File: config.mk
export PLATFORM = sky130hd
export DESIGN_NAME = pwmie_top
export DESIGN_NICKNAME = d
export VERILOG_FILES = /design/src/design/pwmie_pkg.sv /design/src/design/pwmie_top.sv
export SDC_FILE = /design/constraint.sdc
export NUM_CORES = 1
export LEC_CHECK = 0
export ABC_AREA = 1
export BUFFER_PORTS_ARGS = -buffer_cell sky130_fd_sc_hd__clkbuf_2
export CORE_MARGIN = 5
export CORE_UTILIZATION = 50
export DETAILED_ROUTE_END_ITERATION = 7
export PLACE_DENSITY = 0.76
export SYNTH_ARGS = -nofsm -noshare
export SYNTH_HDL_FRONTEND = slang
export SYNTH_SLANG_ARGS = --single-unit
File: constraint.sdc
create_clock -name CLK_I -period 2.71 [get_ports CLK_I]
set_clock_uncertainty 0.15 [all_clocks]
set_input_delay 0.4065 -clock CLK_I [delete_from_list [all_inputs] [get_ports CLK_I]]
set_output_delay 0.4065 -clock CLK_I [all_outputs]
set_load 0.01 [all_outputs]
File: src/design/pwmie_pkg.sv
/*
  pwmie_pkg: register offsets, bit positions and reset values for the
  interrupt enable set/clear block of the pulse-width modulation unit.
  assumes a plain register port with byte addresses.
*/
package pwmie_pkg;
  // ------------------------------------------------------------
  // register map
  // ------------------------------------------------------------
  localparam int PWMIE_AW = 12;
  localparam logic [11:0] PWMIE_OFS_SET = 12'h304;
  localparam logic [11:0] PWMIE_OFS_CLR = 12'h308;
  localparam logic [11:0] PWMIE_OFS_LOOPCNT = 12'h30c;
  localparam logic [31:0] PWMIE_RESET = 32'h00000000;
  // ------------------------------------------------------------
  // field positions
  // ------------------------------------------------------------
  localparam int PWMIE_B_STOP = 1;
  localparam int PWMIE_B_SEQSTART0 = 2;
  localparam int PWMIE_B_SEQSTART1 = 3;
  localparam int PWMIE_B_SEQEND0 = 4;
  localparam int PWMIE_B_SEQEND1 = 5;
  localparam int PWMIE_B_PERIOD = 6;
  localparam int PWMIE_B_LOOPS = 7;
  localparam logic [31:0] PWMIE_MASK = 32'h000000fe;
  localparam int PWMIE_CW = 16;
endpackage

File: src/design/pwmie_top.sv
/*
  pwmie_top: shared interrupt enable state with write-one-to-set and
  write-one-to-clear views, loop counter for the loops-done event and
  gated interrupt request.
  assumes events are one-cycle pulses on CLK_I from the waveform engine.
*/
// The address-and-strobe port was chosen for this implementation.
// Contract
// - set-register one enables stopped interrupt
// - set bits enable sequence-started interrupts zero/one
// - set bits enable sequence-end interrupts zero/one
// - set bit enables period-end interrupt
// - set bit enables loops-done interrupt
// - clear bit disables stopped; reads show state
// - clear bits disable sequence-started interrupts
// - clear bits disable sequence-end interrupts
// - loops-done raised after loop count plays
`timescale 1ns/1ns
`default_nettype none
module pwmie_top
  import pwmie_pkg::*;
#(
  parameter int CW = PWMIE_CW
) (
  input wire logic CLK_I,
  input wire logic RST_I,
  input wire logic [PWMIE_AW-1:0] ADDR_I,
  input wire logic [31:0] WDATA_I,
  input wire logic WR_I,
  input wire logic RD_I,
  output logic [31:0] RDATA_O,
  input wire logic STOPPED_I,
  input wire logic [1:0] SEQ_STARTED_I,
  input wire logic [1:0] SEQ_END_I,
  input wire logic PERIOD_END_I,
  output logic LOOPS_DONE_O,
  output logic IRQ_O
);
  // ------------------------------------------------------------
  // state
  // ------------------------------------------------------------
  typedef struct packed {
    logic [31:0] en;
    logic [31:0] rdata;
    logic [CW-1:0] loop_count_setting;
    logic [CW-1:0] loops;
    logic done;
  } pwmie_state_t;

  pwmie_state_t s_reg;
  pwmie_state_t s_next;
  logic [31:0] ev;
  logic wr_set;
  logic wr_clr;

  assign wr_set = WR_I && (ADDR_I == PWMIE_OFS_SET);
  assign wr_clr = WR_I && (ADDR_I == PWMIE_OFS_CLR);

  // ------------------------------------------------------------
  // next state
  // ------------------------------------------------------------
  always_comb begin
    s_next = s_reg;
    s_next.done = 1'b0;
    // ones set, zeros leave untouched
    if (wr_set) begin
      s_next.en = s_reg.en | (WDATA_I & PWMIE_MASK);
    end
    // ones clear, zeros leave untouched
    if (wr_clr) begin
      s_next.en = s_reg.en & ~(WDATA_I & PWMIE_MASK);
    end
    if (WR_I && (ADDR_I == PWMIE_OFS_LOOPCNT)) begin
      s_next.loop_count_setting = WDATA_I[CW-1:0];
      s_next.loops = '0;
    end
    // one loop is both sequences played, counted at sequence 1 end
    if (SEQ_END_I[1] && (s_reg.loop_count_setting != '0)) begin
      if (s_reg.loops == s_reg.loop_count_setting - 1'b1) begin
        s_next.done = 1'b1;
        s_next.loops = '0;
      end else begin
        s_next.loops = s_reg.loops + 1'b1;
      end
    end
    s_next.rdata = '0;
    if (RD_I) begin
      case (ADDR_I)
        // both views show one shared state
        PWMIE_OFS_SET: s_next.rdata = s_reg.en;
        PWMIE_OFS_CLR: s_next.rdata = s_reg.en;
        PWMIE_OFS_LOOPCNT: s_next.rdata = {{(32-CW){1'b0}}, s_reg.loop_count_setting};
        default: s_next.rdata = '0;
      endcase
    end
  end

  always_ff @(posedge CLK_I) begin
    if (RST_I) begin
      s_reg <= '0; // all enables off
    end else begin
      s_reg <= s_next;
    end
  end

  // ------------------------------------------------------------
  // outputs
  // ------------------------------------------------------------
  always_comb begin
    ev = '0;
    ev[PWMIE_B_STOP] = STOPPED_I;
    ev[PWMIE_B_SEQSTART0] = SEQ_STARTED_I[0];
    ev[PWMIE_B_SEQSTART1] = SEQ_STARTED_I[1];
    ev[PWMIE_B_SEQEND0] = SEQ_END_I[0];
    ev[PWMIE_B_SEQEND1] = SEQ_END_I[1];
    ev[PWMIE_B_PERIOD] = PERIOD_END_I;
    ev[PWMIE_B_LOOPS] = s_reg.done;
  end

  assign RDATA_O = s_reg.rdata;
  assign LOOPS_DONE_O = s_reg.done;
  // pulse per enabled event; no pending flags kept here
  assign IRQ_O = |(ev & s_reg.en);
endmodule
`default_nettype wire

# After elaboration in Yosys (flattened, before gate mapping)
# Index checks and enable logic that the tools add are counted.
dict set report totals {
  regBits 97
  input_bits 54
}
dict set report op_classes {
  n_addsub 2
  n_eq_ne 4
  n_mux 7
  n_bitwise 6
  reduce_logical 11
}
# cell n
set ops {}
lappend ops {{$mux 32} 2}
lappend ops {{$pmux 32 s2} 1}
lappend ops {{$eq 12x10->1 const B} 3}
lappend ops {{$and 32x32->32} 1}
lappend ops {{$and 8x32->32} 1}
lappend ops {{$mux 16} 2}
lappend ops {{$not 8->32} 1}
lappend ops {{$or 32x8->32} 1}
lappend ops {{$reduce_or 32->1} 1}
lappend ops {{$mux 17} 1}
lappend ops {{$add 16x1->16 const B} 1}
lappend ops {{$eq 16x16->1} 1}
lappend ops {{$reduce_bool 16->1} 1}
lappend ops {{$sub 16x1->16 const B} 1}
lappend ops {{$reduce_or 2->1} 3}
lappend ops {{$logic_and 1x1->1} 4}
lappend ops {{$reduce_bool 2->1} 2}
lappend ops {{$not 1->1} 2}
lappend ops {{$mux 1} 1}

# Logic depth before layout (Yosys ltp)
dict set report logic_depth {
  depth_word 4
  depth_mapped 16
}

# Worst setup path after synthesis
# No wires, ideal clock.
dict set report synth_path {
  path_kind {register to register}
  from {register s_reg[17] (netlist bit)}
  to {register s_reg[7] (netlist bit)}
  arrival_time_ns 1.698
  required_time_ns 2.428
  setup_slack_ns 0.730
  stages_incl_launch_ff 16
  path_buffers 1
  period_less_slack_ns 1.980
  path_cell_list {dfxtp_1 > inv_2 > ha_1 > nand2_1 > inv_1 > nor2_1 > nand3_1 > nor2_1 > nand2_1 > nor2_1 > nand3_1 > nor2_1 > nand2_2 > buf_4 > nand2_1 > a21oi_1}
}
dict set report synth_between {
  elab_chain_len 4
  elab_cells_between_ends 7
  classes_between {add/sub: 1; eq/ne: 1; mux: 2; reduce/logical: 3}
}
# element line_no
set synth_lines {}
lappend synth_lines {{start, declared} pwmie_top.sv:50} ;# pwmie_state_t s_reg;
lappend synth_lines {{start signal, assigned} pwmie_top.sv:102} ;# s_reg <= s_next;
lappend synth_lines {{$sub 16x1->16} pwmie_top.sv:79} ;# if (s_reg.loops == s_reg.loop_count_setting - 1'b1) begin
lappend synth_lines {{$eq 16x16->1} pwmie_top.sv:79}
lappend synth_lines {{$mux 16} pwmie_top.sv:79}
lappend synth_lines {{$mux 17} pwmie_top.sv:78} ;# if (SEQ_END_I[1] && (s_reg.loop_count_setting != '0)) begin
# Several ways; a longest one is shown, not always the timed one.
# A chain may end at the register's enable or synchronous reset.

# Worst setup path after layout
dict set report layout_path {
  from {register s_reg[17] (netlist bit)}
  to {register s_reg[1] (netlist bit)}
}
# Same word-level chain as after synthesis.

==> flow_summary.ini <==
[route]
viasPerCell = 4.978
dr_wl_met3_um = 569
drtIter0Drc = 202
wl_met2_um = 3673
dr.pass1.iters = 5
drc = 0
wl_per_cell_um = 12.12
m1WireLength_um = 3379
antenna_left = 0
routed.top_layer = met4
dr_total_vias = 3171
drt-total-wl_um = 7722

[synthesis]
ys_types = 38
synth_compound_area_share_pct = 11.88
synth_area_per_cell_sq_um = 6.622
ys_top_cells_by_area = dfxtp_1, nand2_1, nor2_1
seq_area_frac_synth_pct = 32.56
yosysTopAreaCell = dfxtp_1
yosysMostFrequentCell = nand2_1
syn_inst = 520
yosys.area.top_type_share_pct = 32.56
synth_fa_ha_area_share_pct = 0.7267
synth_top_family_by_area = simple AND/OR/NAND/NOR gates
synth_edf_count = 0
synth_xor_area_share_pct = 4.324
synth.area.mux_share_pct = 0
synthArstFlopShare_pct = 0
synth_common_cells = nand2_1, nor2_1, dfxtp_1
synthSimpleGateAreaFrac_pct = 35.17
ys_ff_latch = 56
syn_area_sq_um = 3443
synthFlopType = dfxtp_1
yosys_warnings = 0

[clock_tree]
cts_tree = done
ctsHoldBuffers = 0
cts_buffers = 5
cts_buffer_depth = 2
path_clk_slew_ps = 100
cts-root-buf = clkbuf_8
h-tree-depth = 2
clock_latency_ps = 320
ctsResizeCount = 0
postCtsSetupRepairBufs = 0
cts.sinks = 56

[grt]
grt.overflow.total = 0
grt_pass1_wl_um = 13010
grt_usage_pct = 18.29
antenna_found_initial = 0
grt_pass1_vias = 2911
grt_max_degree = 39

[outcome]
outcome = complete, no violations

[finish]
final_util_pct = 54.37
nets = 612
insertedDiodeCount = 0
areaGrowthSynthToFinish_pct = 6.686
seq_area_sq_um = 1121
instances_no_fill = 637
multi_input_area_sq_um = 1854
nFillCells = 672
layout-drive-gt1-share_pct = 15.80

[pwr]
p_seq_share_pct = 60.6
combPwrFrac_pct = 5.0
power_frac_clock_pct = 34.4
cellInternalPower_mw = 1.031
cellPowerDensity_nw_per_um2 = 369.6
cellLeakagePower_nw = 1.713
total_power_mw = 1.358
p_switching_mw = 0.3271
sw_frac_of_total_pct = 24.09
max-vdd-ir-drop_v = 0.0001610

[worst_setup_path]
crit_path_start_kind = flip-flop
end_kind = flip-flop
critPathKind = flip-flop to flip-flop
worstPathMaxFanout = 16
critPathArrivalTime_ps = 2410
crit_required_ps = 2810

[floorplan]
die_x_um = 92.99
rows = 30
die-height_um = 92.99
initial_core_util_pct = 50.96
die_area_sq_um = 8646
core_area_sq_um = 6756
ioPinCount = 88

[run]
cap_violations = 0

[hold_path]
hold_path.class = primary input to flip-flop

[sta]
period_needed_ps = 2309
fmax_mhz = 433.1
finalMaxSlewViolations = 0
relSlewSlack_pct = 54.47
finalSetupViolCount = 0
hold_viol = 0
tightest_slew_ps = 677.3
min_period_over_period_pct = 85.20
tns_ps = 0
rsz0062_at_grt = no

[placement]
dp.cells = 629
place_congestion = 0.9575
dpl.hpwl_um = 6047
io_buffers = 55
cell type report:
type                            instances  share of cell area [%]
Timing Repair Buffer                   58                   8.106
Tap cell                               80                   2.725
Clock buffer                            5                   1.873
Multi-Input combinational cell        379                   50.48
Clock inverter                          3                  0.5790
Inverter                               56                   5.722
Sequential cell                        56                   30.52
final timing paths:
| path | startpoint | to | slack (ps) | cells past startpoint |
|---|---|---|---|---|
| worst max-delay path | s_reg[17] | s_reg[1] | 400 | 10 |
| worst min-delay path | WDATA_I[15] | s_reg[32] | 200 | 3 |
| worst max register to register | s_reg[17] | s_reg[1] | 400 | 10 |
| worst min register to register | flip-flop | RDATA_O[4] | 340 | 2 |
through the flow:
step / hold slack (ps) / setup slack (ps) / instance area [sq um]
final: 195.5 / 401.0 / 3674
after global routing: 207.4 / 117.1 / 3674
after CTS: 189.5 / 382.5 / 3674
after detailed placement: 328.1 / 411.5 / 3583
after global placement: 320.4 / 442.4 / 3583
after floorplan: 302.4 / 730.2 / 3500
power by group through the flow:
stage	registers (mW)	logic (mW)	clock network [mW]
final	0.822	0.0680	0.467
after global routing	0.823	0.0757	0.507
after detailed placement	0.842	0.0673	0
after global placement	0.842	0.0666	0
after floorplan	0.842	0.0480	0
after CTS	0.823	0.0677	0.483
layout by cell type, fill, tap and decap left out, types with 2 or more instances in the layout:
cell	n
a211oi_1	24
a21oi_1	28
a31oi_1	2
buf_4	3
clkbuf_2	55
clkbuf_8	5
conb_1	16
dfxtp_1	56
ha_1	2
inv_1	50
inv_2	5
nand2_1	141
nand2_2	2
nand3_1	24
nand4_1	4
nor2_1	77
nor2_2	5
nor2_4	2
nor3_1	12
nor3_2	2
nor3b_1	2
o21ai_0	7
xnor2_1	6
xor2_1	11
critical path, cell delays in order, from the launching register on:
cell and delay [ps]:
dfxtp_1 350, inv_2 130, ha_1 250, nand3_4 140
nor2_4 170, nand3_1 100, o21ai_2 360, nand2_1 120
inv_2 230, o21ai_0 110, a21oi_1 120
cells by family after synthesis:
kind of cell,Yosys count
AO/OA/AOI/OAI,66
XOR/XNOR,17
flip-flops,56
buffers and inverters,100
other,1
AND/OR/NAND/NOR,278
adder cells (fa/ha/maj),2
metal layers:
layer | GRT usage, % | up-vias
met5 | 0 | -
met4 | 5.617 | 0
met3 | 3.379 | 9
met2 | 30.65 | 83
met1 | 23.84 | 1400
li1 | - | 1679
(Power assumes the default switching activity.)
